`config.mk`:
```
export PLATFORM = sky130hd
export DESIGN_NAME = rstsq_core
export DESIGN_NICKNAME = d
export VERILOG_FILES = /design/src/inc/rstsq_pkg.sv /design/src/hdl/rstsq_core.sv
export SDC_FILE = /design/constraint.sdc
export NUM_CORES = 1
export LEC_CHECK = 0
export BUFFER_PORTS_ARGS = -buffer_cell sky130_fd_sc_hd__buf_2
export CORE_AREA = 2 2 82 92
export DETAILED_ROUTE_END_ITERATION = 6
export DIE_AREA = 0 0 84 94
export PLACE_DENSITY = 0.92
export SYNTH_ARGS = -nofsm -noshare
export SYNTH_HDL_FRONTEND = slang
export SYNTH_SLANG_ARGS = --single-unit
```
`constraint.sdc`:
```
create_clock -name clk -period 4.67 [get_ports clk]
set_input_delay 0.467 -clock clk [delete_from_list [all_inputs] [get_ports clk]]
set_output_delay 0.467 -clock clk [all_outputs]
set_load 0.05 [all_outputs]
```
`src/inc/rstsq_pkg.sv`:
```
// Constants, register map and state type of the reset sequencer block
package rstsq_pkg;

   // Clock rate and timing of the driven reset pin
   localparam int          CLK_PERIOD_NS     = 20;
   localparam int          TW_RSTL_OUT_NS    = 500;   // Least low time of the driven pin
   localparam int          ACTIVE_MIN_CYC_I  = (TW_RSTL_OUT_NS + CLK_PERIOD_NS - 1) / CLK_PERIOD_NS;
   localparam logic [12:0] ACTIVE_MIN_CYC    = 13'(ACTIVE_MIN_CYC_I);

   // Start-up delay lengths and vector fetch
   localparam logic [12:0] STARTUP_SHORT_CYC = 13'h0100;
   localparam logic [12:0] STARTUP_LONG_CYC  = 13'h1000;
   localparam logic [12:0] FETCH_CYC         = 13'h0002;
   localparam logic [15:0] VEC_ADDR_LO       = 16'hfffe;
   localparam logic [15:0] VEC_ADDR_HI       = 16'hffff;
   localparam logic [2:0]  PIN_SETTLE_CYC    = 3'h4;    // Pin sampling lag after release

   // Clock source option codes
   localparam logic [2:0]  CLKSRC_EXT        = 3'h0;
   localparam logic [2:0]  CLKSRC_RC         = 3'h6;

   // Register byte offsets
   localparam logic [3:0]  REG_CTRL          = 4'h0;
   localparam logic [3:0]  REG_STATUS        = 4'h4;
   localparam logic [3:0]  REG_CAUSE         = 4'h8;

   // Field positions
   localparam int          CTRL_IRQ_EN_BIT   = 0;
   localparam int          ST_LEVEL_BIT      = 0;
   localparam int          ST_LONG_BIT       = 1;
   localparam int          ST_LVR_EN_BIT     = 2;
   localparam int          ST_PHASE_LSB      = 4;
   localparam int          CAUSE_EXT_BIT     = 0;
   localparam int          CAUSE_LVR_BIT     = 1;
   localparam int          CAUSE_WDG_BIT     = 2;
   localparam int          CAUSE_ILL_BIT     = 3;

   // Reset values
   localparam logic        CTRL_IRQ_EN_RST   = 1'h0;
   localparam logic [3:0]  CAUSE_RST         = 4'h0;

   // Bus responses
   localparam logic [1:0]  RESP_OKAY         = 2'h0;
   localparam logic [1:0]  RESP_SLVERR       = 2'h2;

   // Sequencer phases
   typedef enum logic [1:0] {ST_ACTIVE, ST_DELAY, ST_FETCH, ST_RUN} rstsq_state_t;

endpackage : rstsq_pkg

```
`src/hdl/rstsq_core.sv`:
```
// Reset sequencer with supply monitor, clock option decode and AXI4-Lite registers
//
// Summary of operation
// External pin, low-voltage and watchdog resets each drive the reset pin.
// Reset pin is held low throughout the start-up delay.
// Sequence runs active phase, counted delay, then vector fetch.
// Option picks a 256 or 4096 cycle start-up delay.
// Vector is fetched from the two top addresses of memory.
// Vector fetch lasts exactly two cycles.
// External low pulse resets the device without a running clock.
// Low-voltage reset drives the reset pin low for other devices.
// Watchdog underflow drives the pin low for at least minimum width.
// Illegal opcode or prefix byte also starts a reset.
// Low-voltage reset is optional, with three selectable thresholds.
// Supply warning works only when low-voltage reset is enabled.
// Supply warning comparator level is readable as live status.
// Enabled warning interrupt fires on every flag toggle in the run phase only.
// No rising-edge warning interrupt while the start-up delay runs.
// Enabling while below threshold fires once now, again at crossing.
// PLL option doubles oscillator clock, otherwise it is halved.
// PLL must not be enabled with the internal RC oscillator.
// Clock source chosen by option: external, crystal ranges, or RC.
// Crystal oscillators keep running through reset; xtal_osc_enable is held low while rst_n is low.
// Reset asserts at once; its release is synchronised before counting.
`timescale 1ns/1ps

// Three-stage input synchroniser with agreement filter
module rstsq_sync3 #(
   parameter logic INIT = 1'b0
) (
   input  wire logic clk,
   input  wire logic rst_n,
   input  wire logic d,
   output logic      q
);
   logic s1_reg;
   logic s2_reg;
   logic s3_reg;

   // Only the second stage reads the first; a change counts when stages two and three agree
   always_ff @(posedge clk or negedge rst_n) begin
      if (!rst_n) begin
         s1_reg <= INIT;
         s2_reg <= INIT;
         s3_reg <= INIT;
         q      <= INIT;
      end else begin
         s1_reg <= d;
         s2_reg <= s1_reg;
         s3_reg <= s2_reg;
         if (s2_reg == s3_reg) begin
            q <= s3_reg;
         end
      end
   end
endmodule : rstsq_sync3

module rstsq_core import rstsq_pkg::*; (
   // Clock and reset
   input  wire logic        clk,
   input  wire logic        resetn,
   // Open-drain reset pin
   input  wire logic        reset_pin_in,
   output logic             reset_pin_out,
   output logic             reset_pin_oe,
   // Reset sources
   input  wire logic        low_voltage_reset_in,
   input  wire logic        wdg_underflow,
   input  wire logic        illegal_opcode,
   // Non-volatile options
   input  wire logic        opt_startup_long,
   input  wire logic        opt_lvr_enable,
   input  wire logic [1:0]  opt_lvr_level,
   input  wire logic        opt_pll_enable,
   input  wire logic [2:0]  opt_clk_source,
   // Supply warning comparator
   input  wire logic        supply_warning_level_in,
   // CPU side
   output logic             cpu_reset_n,
   output logic             vector_fetch,
   output logic [15:0]      vector_addr,
   output logic             supply_warning_irq,
   // Clock and supervisor controls
   output logic             pll_enable,
   output logic             clk_half_select,
   output logic             xtal_osc_enable,
   output logic             rc_osc_enable,
   output logic             low_voltage_reset_en,
   output logic [1:0]       low_voltage_reset_level,
   // AXI4-Lite slave
   input  wire logic [3:0]  s_axi_awaddr,
   input  wire logic        s_axi_awvalid,
   output logic             s_axi_awready,
   input  wire logic [31:0] s_axi_wdata,
   input  wire logic [3:0]  s_axi_wstrb,
   input  wire logic        s_axi_wvalid,
   output logic             s_axi_wready,
   output logic [1:0]       s_axi_bresp,
   output logic             s_axi_bvalid,
   input  wire logic        s_axi_bready,
   input  wire logic [3:0]  s_axi_araddr,
   input  wire logic        s_axi_arvalid,
   output logic             s_axi_arready,
   output logic [31:0]      s_axi_rdata,
   output logic [1:0]       s_axi_rresp,
   output logic             s_axi_rvalid,
   input  wire logic        s_axi_rready
);

   rstsq_state_t state_reg;
   rstsq_state_t state_next;
   logic [12:0]  cnt_reg;
   logic [12:0]  cnt_next;
   logic [12:0]  dly_len;
   logic [12:0]  dly_seen_reg;
   logic [2:0]   run_age_reg;
   logic         rst_meta_reg;
   logic         rst_n;
   logic         pin_arst_n;
   logic         cpu_rel1_reg;
   logic         pin_f;
   logic         lvr_f;
   logic         swl_f;
   logic         opt_long_reg;
   logic         opt_lvr_en_reg;
   logic         lvr_on;
   logic         ext_req;
   logic         req_any;
   logic         swf_reg;
   logic         swf_prev_reg;
   logic         irq_en_reg;
   logic         irq_en_prev_reg;
   logic [3:0]   cause_reg;
   logic [3:0]   cause_set;
   logic [3:0]   cause_clr;
   logic [3:0]   aw_addr_reg;
   logic [31:0]  w_data_reg;
   logic [3:0]   w_strb_reg;
   logic         do_write;
   logic [1:0]   phase_code;

   // Core reset: asserts at once, releases two edges after resetn rises
   always_ff @(posedge clk or negedge resetn) begin
      if (!resetn) begin
         rst_meta_reg <= 1'b0;
         rst_n        <= 1'b0;
      end else begin
         rst_meta_reg <= 1'b1;
         rst_n        <= rst_meta_reg;
      end
   end

   // Input synchronisers for pin and analog comparator levels
   rstsq_sync3 #(.INIT(1'b1)) u_pin_sync (
      .clk   (clk),
      .rst_n (rst_n),
      .d     (reset_pin_in),
      .q     (pin_f)
   );
   rstsq_sync3 #(.INIT(1'b0)) u_lvr_sync (
      .clk   (clk),
      .rst_n (rst_n),
      .d     (low_voltage_reset_in),
      .q     (lvr_f)
   );
   rstsq_sync3 #(.INIT(1'b0)) u_swl_sync (
      .clk   (clk),
      .rst_n (rst_n),
      .d     (supply_warning_level_in),
      .q     (swl_f)
   );

   // Option capture and clock decode; options are static, so one stage is enough
   always_ff @(posedge clk or negedge rst_n) begin
      if (!rst_n) begin
         opt_long_reg            <= 1'b1;
         opt_lvr_en_reg          <= 1'b0;
         pll_enable              <= 1'b0;
         clk_half_select         <= 1'b1;
         xtal_osc_enable         <= 1'b0;
         rc_osc_enable           <= 1'b0;
         low_voltage_reset_en    <= 1'b0;
         low_voltage_reset_level <= 2'h0;
      end else begin
         opt_long_reg            <= opt_startup_long;
         opt_lvr_en_reg          <= opt_lvr_enable;
         low_voltage_reset_en    <= opt_lvr_enable;
         low_voltage_reset_level <= opt_lvr_level;
         // Doubling is refused on the RC source, which cannot feed the PLL safely
         pll_enable              <= opt_pll_enable && opt_clk_source != CLKSRC_RC;
         clk_half_select         <= !opt_pll_enable;
         // Crystals run in every phase but stay off while rst_n is low, so sequenced resets pay no restart time
         xtal_osc_enable         <= opt_clk_source != CLKSRC_EXT &&
                                    opt_clk_source != CLKSRC_RC;
         rc_osc_enable           <= opt_clk_source == CLKSRC_RC;
      end
   end

   // Reset requests; own pin drive is masked until the pin has settled after release
   assign lvr_on  = lvr_f && opt_lvr_en_reg;
   assign ext_req = !pin_f && state_reg == ST_RUN && run_age_reg == PIN_SETTLE_CYC;
   assign req_any = ext_req || lvr_on || wdg_underflow || illegal_opcode;
   assign dly_len = opt_long_reg ? STARTUP_LONG_CYC : STARTUP_SHORT_CYC;

   // Phase sequencing
   always_comb begin
      state_next = state_reg;
      cnt_next   = 13'(cnt_reg + 13'h0001);
      if (req_any) begin
         state_next = ST_ACTIVE;
         cnt_next   = 13'h0000;
      end else begin
         case (state_reg)
            ST_ACTIVE: begin
               if (cnt_reg >= 13'(ACTIVE_MIN_CYC - 13'h0001)) begin
                  state_next = ST_DELAY;
                  cnt_next   = 13'h0000;
               end
            end
            ST_DELAY: begin
               if (cnt_reg == 13'(dly_len - 13'h0001)) begin
                  state_next = ST_FETCH;
                  cnt_next   = 13'h0000;
               end
            end
            ST_FETCH: begin
               if (cnt_reg == 13'(FETCH_CYC - 13'h0001)) begin
                  state_next = ST_RUN;
               end
            end
            ST_RUN: begin
               cnt_next = cnt_reg;
            end
            default: begin
               state_next = ST_ACTIVE;
               cnt_next   = 13'h0000;
            end
         endcase
      end
   end

   // Phase state and pin drive; the pin stays low in the active and delay phases
   always_ff @(posedge clk or negedge rst_n) begin
      if (!rst_n) begin
         state_reg     <= ST_ACTIVE;
         cnt_reg       <= 13'h0000;
         run_age_reg   <= 3'h0;
         reset_pin_out <= 1'b0;
         reset_pin_oe  <= 1'b1;
         vector_fetch  <= 1'b0;
         vector_addr   <= 16'h0000;
      end else begin
         state_reg     <= state_next;
         cnt_reg       <= cnt_next;
         reset_pin_out <= 1'b0;
         reset_pin_oe  <= state_next == ST_ACTIVE || state_next == ST_DELAY;
         vector_fetch  <= state_next == ST_FETCH;
         if (state_next == ST_FETCH) begin
            vector_addr <= (cnt_next == 13'h0000) ? VEC_ADDR_LO : VEC_ADDR_HI;
         end else begin
            vector_addr <= 16'h0000;
         end
         if (state_next != ST_RUN) begin
            run_age_reg <= 3'h0;
         end else if (run_age_reg != PIN_SETTLE_CYC) begin
            run_age_reg <= 3'(run_age_reg + 3'h1);
         end
      end
   end

   // CPU reset: cleared at once by a low pin even with the clock stopped
   // Two-stage release, so the core runs from the first cycle after the fetch
   assign pin_arst_n = resetn && reset_pin_in;
   always_ff @(posedge clk or negedge pin_arst_n) begin
      if (!pin_arst_n) begin
         cpu_rel1_reg <= 1'b0;
         cpu_reset_n  <= 1'b0;
      end else begin
         cpu_rel1_reg <= 1'b1;
         cpu_reset_n  <= cpu_rel1_reg && rst_n && state_next == ST_RUN;
      end
   end

   // Delay length seen, for checking only
   always_ff @(posedge clk or negedge rst_n) begin
      if (!rst_n) begin
         dly_seen_reg <= 13'h0000;
      end else if (state_reg == ST_ACTIVE) begin
         dly_seen_reg <= 13'h0000;
      end else if (state_reg == ST_DELAY) begin
         dly_seen_reg <= 13'(dly_seen_reg + 13'h0001);
      end
   end

   // Supply warning flag and its toggle interrupt
   always_ff @(posedge clk or negedge rst_n) begin
      if (!rst_n) begin
         swf_reg            <= 1'b0;
         swf_prev_reg       <= 1'b0;
         irq_en_prev_reg    <= 1'b0;
         supply_warning_irq <= 1'b0;
      end else begin
         swf_reg            <= swl_f && opt_lvr_en_reg;
         swf_prev_reg       <= swf_reg;
         irq_en_prev_reg    <= irq_en_reg;
         // Toggles during start-up are absorbed by the tracked previous value
         supply_warning_irq <= irq_en_reg &&
                               ((swf_reg != swf_prev_reg && state_reg == ST_RUN) ||
                                (!irq_en_prev_reg && swf_reg));
      end
   end

   // Reset cause bits: hardware set wins over a software clear
   assign do_write  = !s_axi_awready && !s_axi_wready && !s_axi_bvalid;
   assign cause_set = {illegal_opcode, wdg_underflow, lvr_on, ext_req};
   assign cause_clr = (do_write && aw_addr_reg == REG_CAUSE && w_strb_reg[0]) ?
                      w_data_reg[3:0] : 4'h0;
   always_ff @(posedge clk or negedge rst_n) begin
      if (!rst_n) begin
         cause_reg <= CAUSE_RST;
      end else begin
         cause_reg <= (cause_reg & ~cause_clr) | cause_set;
      end
   end

   // Phase code for status readback
   always_comb begin
      case (state_reg)
         ST_ACTIVE: phase_code = 2'h0;
         ST_DELAY:  phase_code = 2'h1;
         ST_FETCH:  phase_code = 2'h2;
         ST_RUN:    phase_code = 2'h3;
         default:   phase_code = 2'h0;
      endcase
   end

   // Write channel: address and data taken in either order, answer after both
   always_ff @(posedge clk or negedge rst_n) begin
      if (!rst_n) begin
         s_axi_awready <= 1'b1;
         s_axi_wready  <= 1'b1;
         s_axi_bvalid  <= 1'b0;
         s_axi_bresp   <= RESP_OKAY;
         aw_addr_reg   <= 4'h0;
         w_data_reg    <= 32'h0000_0000;
         w_strb_reg    <= 4'h0;
         irq_en_reg    <= CTRL_IRQ_EN_RST;
      end else begin
         if (s_axi_awvalid && s_axi_awready) begin
            aw_addr_reg   <= s_axi_awaddr;
            s_axi_awready <= 1'b0;
         end
         if (s_axi_wvalid && s_axi_wready) begin
            w_data_reg   <= s_axi_wdata;
            w_strb_reg   <= s_axi_wstrb;
            s_axi_wready <= 1'b0;
         end
         if (do_write) begin
            s_axi_bvalid <= 1'b1;
            s_axi_bresp  <= RESP_OKAY;
            case (aw_addr_reg)
               REG_CTRL: begin
                  if (w_strb_reg[0]) begin
                     irq_en_reg <= w_data_reg[CTRL_IRQ_EN_BIT];
                  end
               end
               REG_STATUS, REG_CAUSE: begin
               end
               default: s_axi_bresp <= RESP_SLVERR;
            endcase
         end
         if (s_axi_bvalid && s_axi_bready) begin
            s_axi_bvalid  <= 1'b0;
            s_axi_awready <= 1'b1;
            s_axi_wready  <= 1'b1;
         end
      end
   end

   // Read channel: one read at a time, data one edge after the address
   always_ff @(posedge clk or negedge rst_n) begin
      if (!rst_n) begin
         s_axi_arready <= 1'b1;
         s_axi_rvalid  <= 1'b0;
         s_axi_rdata   <= 32'h0000_0000;
         s_axi_rresp   <= RESP_OKAY;
      end else if (s_axi_arvalid && s_axi_arready) begin
         s_axi_arready <= 1'b0;
         s_axi_rvalid  <= 1'b1;
         s_axi_rdata   <= 32'h0000_0000;
         s_axi_rresp   <= RESP_OKAY;
         case (s_axi_araddr)
            REG_CTRL:   s_axi_rdata[CTRL_IRQ_EN_BIT] <= irq_en_reg;
            REG_STATUS: begin
               s_axi_rdata[ST_LEVEL_BIT]                  <= swf_reg;
               s_axi_rdata[ST_LONG_BIT]                   <= opt_long_reg;
               s_axi_rdata[ST_LVR_EN_BIT]                 <= opt_lvr_en_reg;
               s_axi_rdata[ST_PHASE_LSB + 1:ST_PHASE_LSB] <= phase_code;
            end
            REG_CAUSE:  s_axi_rdata[3:0] <= cause_reg;
            default:    s_axi_rresp <= RESP_SLVERR;
         endcase
      end else if (s_axi_rvalid && s_axi_rready) begin
         s_axi_rvalid  <= 1'b0;
         s_axi_arready <= 1'b1;
      end
   end
endmodule : rstsq_core

```
* Yosys cells after proc, flatten, opt, wreduce, memory -nomap -nowiden *
Index checks and enable logic that the tools add are counted.

storage, ports and cells
  logic and storage cells = 152
  bits of input ports = 64
  output and inout port bits = 69
  bits in registers = 93

operators by class
  $lt $le $gt $ge = 1
  equality and inequality tests = 21
  bitwise logic cells = 3
  reduce and logical (&&, ||, !) cells = 46
  multiplexer cells = 32
  add/sub/neg operators = 3

operator list
  operator                                                                               number
  13-bit 2-to-1 mux                                                                      4
  13-bit case mux with 3 select lines                                                    1
  1-bit logical AND                                                                      21
  16-bit 2-to-1 mux                                                                      1
  2-bit 2-to-1 mux                                                                       7
  13-bit by 1-bit adder with 13-bit output (second input constant)                       1
  13-bit by 1-bit == test with 1-bit output (second input constant)                      1
  13-bit == test                                                                         1
  13-bit by 5-bit greater-or-equal comparator with 1-bit output (second input constant)  1
  13-bit zero test                                                                       1
  13-bit by 1-bit subtractor with 13-bit output (second input constant)                  1
  1-bit 2-to-1 mux                                                                       12
  2-bit nonzero test                                                                     5
  2-bit == test (second input constant)                                                  4
  4-bit by 3-bit == test with 1-bit output (second input constant)                       2
  4-bit == test (second input constant)                                                  2
  4-bit zero test                                                                        2
  2-bit case mux with 4 select lines                                                     1
  3-bit == test (second input constant)                                                  2
  1-bit zero test                                                                        6
  3-bit 2-to-1 mux                                                                       2
  3-bit inequality test (second input constant)                                          2
  2-bit case mux with 3 select lines                                                     1
  3-bit OR reduction                                                                     2
  15 further kinds                                                                       23

* Depth between registers and ports, before layout *
  depth after elaboration = 10
  depth in mapped cells = 9
  mapped depth without buffers = 9

* Hierarchy *
Synthesis repeated with hierarchy kept, for this count alone.

unflattened totals
  cell total of the unflattened synthesis = 349
  area, all modules = 3,658.5 µm²

by module, submodules not included
  module                        seq. area each (µm²)  area each (µm²)  cells each  times used
  rstsq_core                    1,609.0               3,319.4          334         1
  rstsq_sync3 (u_lvr_sync ...)  100.1                 111.4            5           2
  rstsq_sync3 (u_pin_sync)      105.1                 116.4            5           1

* Least setup slack after synthesis *
Ideal clock, no wire load.

  kind = register to register
  start point = register rst_n
  end point = register cpu_reset_n
  library setup time = 90 ps
  path slack = 2,462 ps
  data arrival time = 2,118 ps
  period minus slack after synthesis = 2,208 ps
  required time = 4,580 ps
  path buffers = 0
  stages on the path, launching flop included = 3
  cell sequence = dfrtp_1 nand2_1 nor3_1

between the ends
  word-level cells in the longest chain between the ends = 2

ends and longest elaborated chain
  item                             line               text
  start: declaration               rstsq_core.sv:118  logic rst_n;
  start signal: assignment         rstsq_core.sv:149  rst_n <= rst_meta_reg;
  1-bit logical AND (2 in series)  rstsq_core.sv:280  cpu_reset_n <= cpu_rel1_reg && rst_n && state_next == ST_RUN;
  end signal: assignment           rstsq_core.sv:277  cpu_reset_n <= 1'b0;
  end signal: assignment           rstsq_core.sv:280
  end: declaration                 rstsq_core.sv:79   output logic cpu_reset_n,

Every way passes these cells.
A chain may end at the register's enable or synchronous reset.

* Worst setup path in the final report *
  start point = register cnt_reg[0]
  end point = register vector_addr[0]

between the ends
  word-level cells in the longest chain between the ends = 7
  elaborated cells on any way between the ends = 17
  classes of those cells = add/sub: 1; order compare: 1; eq/ne: 3; mux: 11; reduce/logical: 1

ends and longest elaborated chain
  item                                                                    line                                  text
  start: declaration                                                      rstsq_core.sv:112                     logic [12:0] cnt_reg;
  start signal: assignment                                                rstsq_core.sv:254                     cnt_reg <= cnt_next;
  13-bit by 1-bit adder with 13-bit output, or another cell as far along  rstsq_core.sv:208                     cnt_next = 13'(cnt_reg + 13'h0001);
  13-bit 2-to-1 mux (on tied branches)                                    rstsq_core.sv:221, rstsq_core.sv:215
  13-bit case mux with 3 select lines                                     rstsq_core.sv:213                     case (state_reg)
  13-bit 2-to-1 mux                                                       rstsq_core.sv:209                     if (req_any) begin
  13-bit zero test                                                        rstsq_core.sv:259                     vector_addr <= (cnt_next == 13'h0000) ? VEC_ADDR_LO : VEC_ADDR_HI;
  1-bit 2-to-1 mux                                                        rstsq_core.sv:259
  16-bit 2-to-1 mux (*)                                                   rstsq_core.sv:258                     if (state_next == ST_FETCH) begin
  end signal: assignment                                                  rstsq_core.sv:259
  end: declaration                                                        rstsq_core.sv:81                      output logic [15:0] vector_addr,

Mark *: on every way between the ends. The rest lies on a longest branch, timed or not.

==> metrics.txt <==
status=finished clean; CTS root buf=clkbuf_8; top cells by area, synth=dfrtp_1 45%, buf_4 9.4%, dfstp_2 7.1%; pre-CTS setup slack=around 2200 ps; Initial Utilization=0.532; Die X=between 80 and 90 µm; grt ovf=0; FF+latch area=around 0.0019 mm²; area occupied by multi-input gates=approximately 0.0014 mm²; worst-path cell chain=ha_1 > nand4_2 > or4_4 > a22o_1 > a22oi_2 > nand4b_1 > o31a_1; Max stage delay on crit path=about 550 ps; worst reg2reg startpoint=cnt_reg[0]$_DFF_PN0_; Synth Cell Area=0.00368 mm²; Final Max Slew Viols=0; Setup CP Type=reg -> reg; die area=roughly 0.0079 mm²; Least-Margin Pin Slew=just under 900 ps; fraction of layout cells with a size suffix above 1=0.293; Worst path slowest cell=or4_4; Arr. time, crit path=2740 ps; Max Clk Rate=~400 MHz; Synthesis Warnings=0; Final WS setup=2170 ps; max reg flops=13; CP Launch Type=register; IO Port Bufs=72; vias in the first global route=around 2700; WL final=roughly 7.4 mm; mean post-synth cell area=10.6 µm²; detailed placement HPWL=between 5 and 6 mm; CP required=4900 ps; clock buffer depth=2; post-placement cell count=slightly below 500; vias per cell=around 5.4; Final Util=0.594; ys async rst share=1.00; crit path max fanout=7; initial antenna violation count=0; RSZ-0062 raised after global routing=no; first-pass GRT wire length=roughly 12 mm; Setup-failing EPs final=0; setup slack, reg-to-reg=2170 ps; reg2reg end=vector_addr[0]$_DFF_PN0_; Worst VDD drop=roughly 0.38 mV; final non-filler cell total=498; final-report hold violation count=0; most frequent cell after synthesis=dfrtp_1; CTS tree=yes; WL/cell=14.9 µm; DRC errors left=0; FF+latch count, synth=76; number of synthesized flops with an enable pin=0; Yosys cell types=59; Post-DRT Antenna Nets=0; Max-slew headroom=0.414; Leak=1.94 nW; Synth Flop Type=dfrtp_1; via count=2693; Area Overhead vs Synth=11.7%; Reg clk slew, reported paths=about 80 ps; htree depth=3; CTS sink cnt=76; core area=between 0.006 and 0.007 mm²; P per Cell Area=425 mW/mm²; site row count=32; Clock Latency Late Sink=roughly 350 ps; period utilisation layout=0.536; Max Cap Viol=0; Die Ht=about 94 µm; clock period minus worst slack=2500 ps; number of buffers inserted during clock tree synthesis=9; initial detailed-routing violation count=roughly 260; Total GRT Usage=0.200; crit end category=register; Post-synth top cells=66 x dfrtp_1, 46 x buf_4, 40 x nand2_1; R2R depth=7; largest net degree at the start of global routing=74; I/O pin cnt=approximately 130; nets=~480; Synth Instances=between 300 and 400; post-cts sizing count=0; post-synth top area share=0.448; Seq/Total Area, Yosys=0.520; drt pass-1 iters=4; Final GP Congestion=approximately 0.85; Worst Skew=~6.5 ps; antenna cells=0; Synth area leader=dfrtp_1; Fillers=589; setup_tns=0 ps; worst hold path type=in -> async
placed cells by master, fill, tap and decap left out, types with 2 or more instances in the layout:
cell,n
nand4_1,4
and2_1,6
o21ai_0,18
buf_2,72
a22o_1,3
and3_1,2
nand2_1,40
a22oi_1,3
clkinvlp_4,2
a211oi_1,4
xnor2_1,4
mux2i_1,3
a21o_1,5
ha_1,5
conb_1,31
dfstp_2,10
inv_1,19
clkbuf_8,10
nor3_1,10
maj3_1,3
o211ai_1,3
nor4b_1,4
o31ai_1,2
nor4_1,4
nand3_1,4
nor2_1,15
bufinv_16,2
a21oi_1,4
nor2b_1,2
dfrtp_1,65
a31oi_1,4
or4_1,2
xor2_1,5
or3_1,3
nand3b_1,2
mux2_2,10
worst max-delay path by stage:
| stage | startpoint | cells past startpoint | slack [ps] | to |
|---|---|---|---|---|
| 3_5_place_dp | cnt_reg[0]$_DFF_PN0_ | 7 | 2220 | vector_addr[0]$_DFF_PN0_ |
| 3_3_place_gp | cnt_reg[0]$_DFF_PN0_ | 7 | 2240 | vector_addr[0]$_DFF_PN0_ |
| 2_1_floorplan | rst_n$_DFF_PN0_ | 0 | 2450 | aw_addr_reg[0]$_DFFE_PN0P_ |
| 4_1_cts | cnt_reg[0]$_DFF_PN0_ | 7 | 2190 | vector_addr[0]$_DFF_PN0_ |
| 6_report | cnt_reg[0]$_DFF_PN0_ | 7 | 2170 | vector_addr[0]$_DFF_PN0_ |
| 5_1_grt | cnt_reg[0]$_DFF_PN0_ | 7 | 2010 | vector_addr[0]$_DFF_PN0_ |
layout make-up:
cell class                 count  share of cell area
clock buffer                  11              0.0344
tap                           85              0.0258
multi-input combinational    228               0.345
timing repair buffer          74              0.0918
sequential                    76               0.465
inverter                      19              0.0173
clock inverter                 5              0.0204
worst max-delay path, delay by kind of cell, from the launching register on:
family | cells | cell delay, ps
adders and majority gates | 1 | 350
AOI/OAI and AO/OA | 3 | 660
DFF | 1 | 460
and+or+nand+nor | 3 | 910
cell families (layout without fill, tap and decap cells):
family,after synthesis,after routing,share of synthesized area
AOI/OAI and AO/OA,60,60,0.114
xor gates and xnor gates,9,9,0.0214
adders and majority gates,8,8,0.0251
buffers and inverters,73,109,0.125
DFF,76,76,0.520
muxes,13,13,0.0387
other,2,31,0.00204
and+or+nand+nor,107,107,0.154
where the power goes:
part	switching [mW]	internal (mW)
combinational	0.258	0.105
sequential	0.0658	0.758
clock	0.244	0.317
metal layers:
layer / track usage / wire, µm / share of wire / vias up
met1: 0.229 / 2900 / 0.39 / 1304
li1: - / - / - / 1250
met5: 0 / 0 / 0 / -
met4: 0.0914 / 212 / 0.029 / 0
met3: 0.0510 / 421 / 0.057 / 21
met2: 0.353 / 3890 / 0.52 / 118
per-stage QoR:
step                area [µm²]  total power [mW]  hold slack [ps]
floorplan                 3790              1.12              171
finish                    4120              1.75             25.6
global route              4120              1.82             15.5
CTS                       4120              1.76             19.6
detailed placement        3880              1.20              261
global placement          3880              1.17              258
timing repair:
item	CTS	global route
endpoints found under the hold margin	2	0
setup buffers	0	0
endpoints found under the setup margin	0	0
hold buffers	1	0
Note: power is estimated with default switching activity, not from simulation.
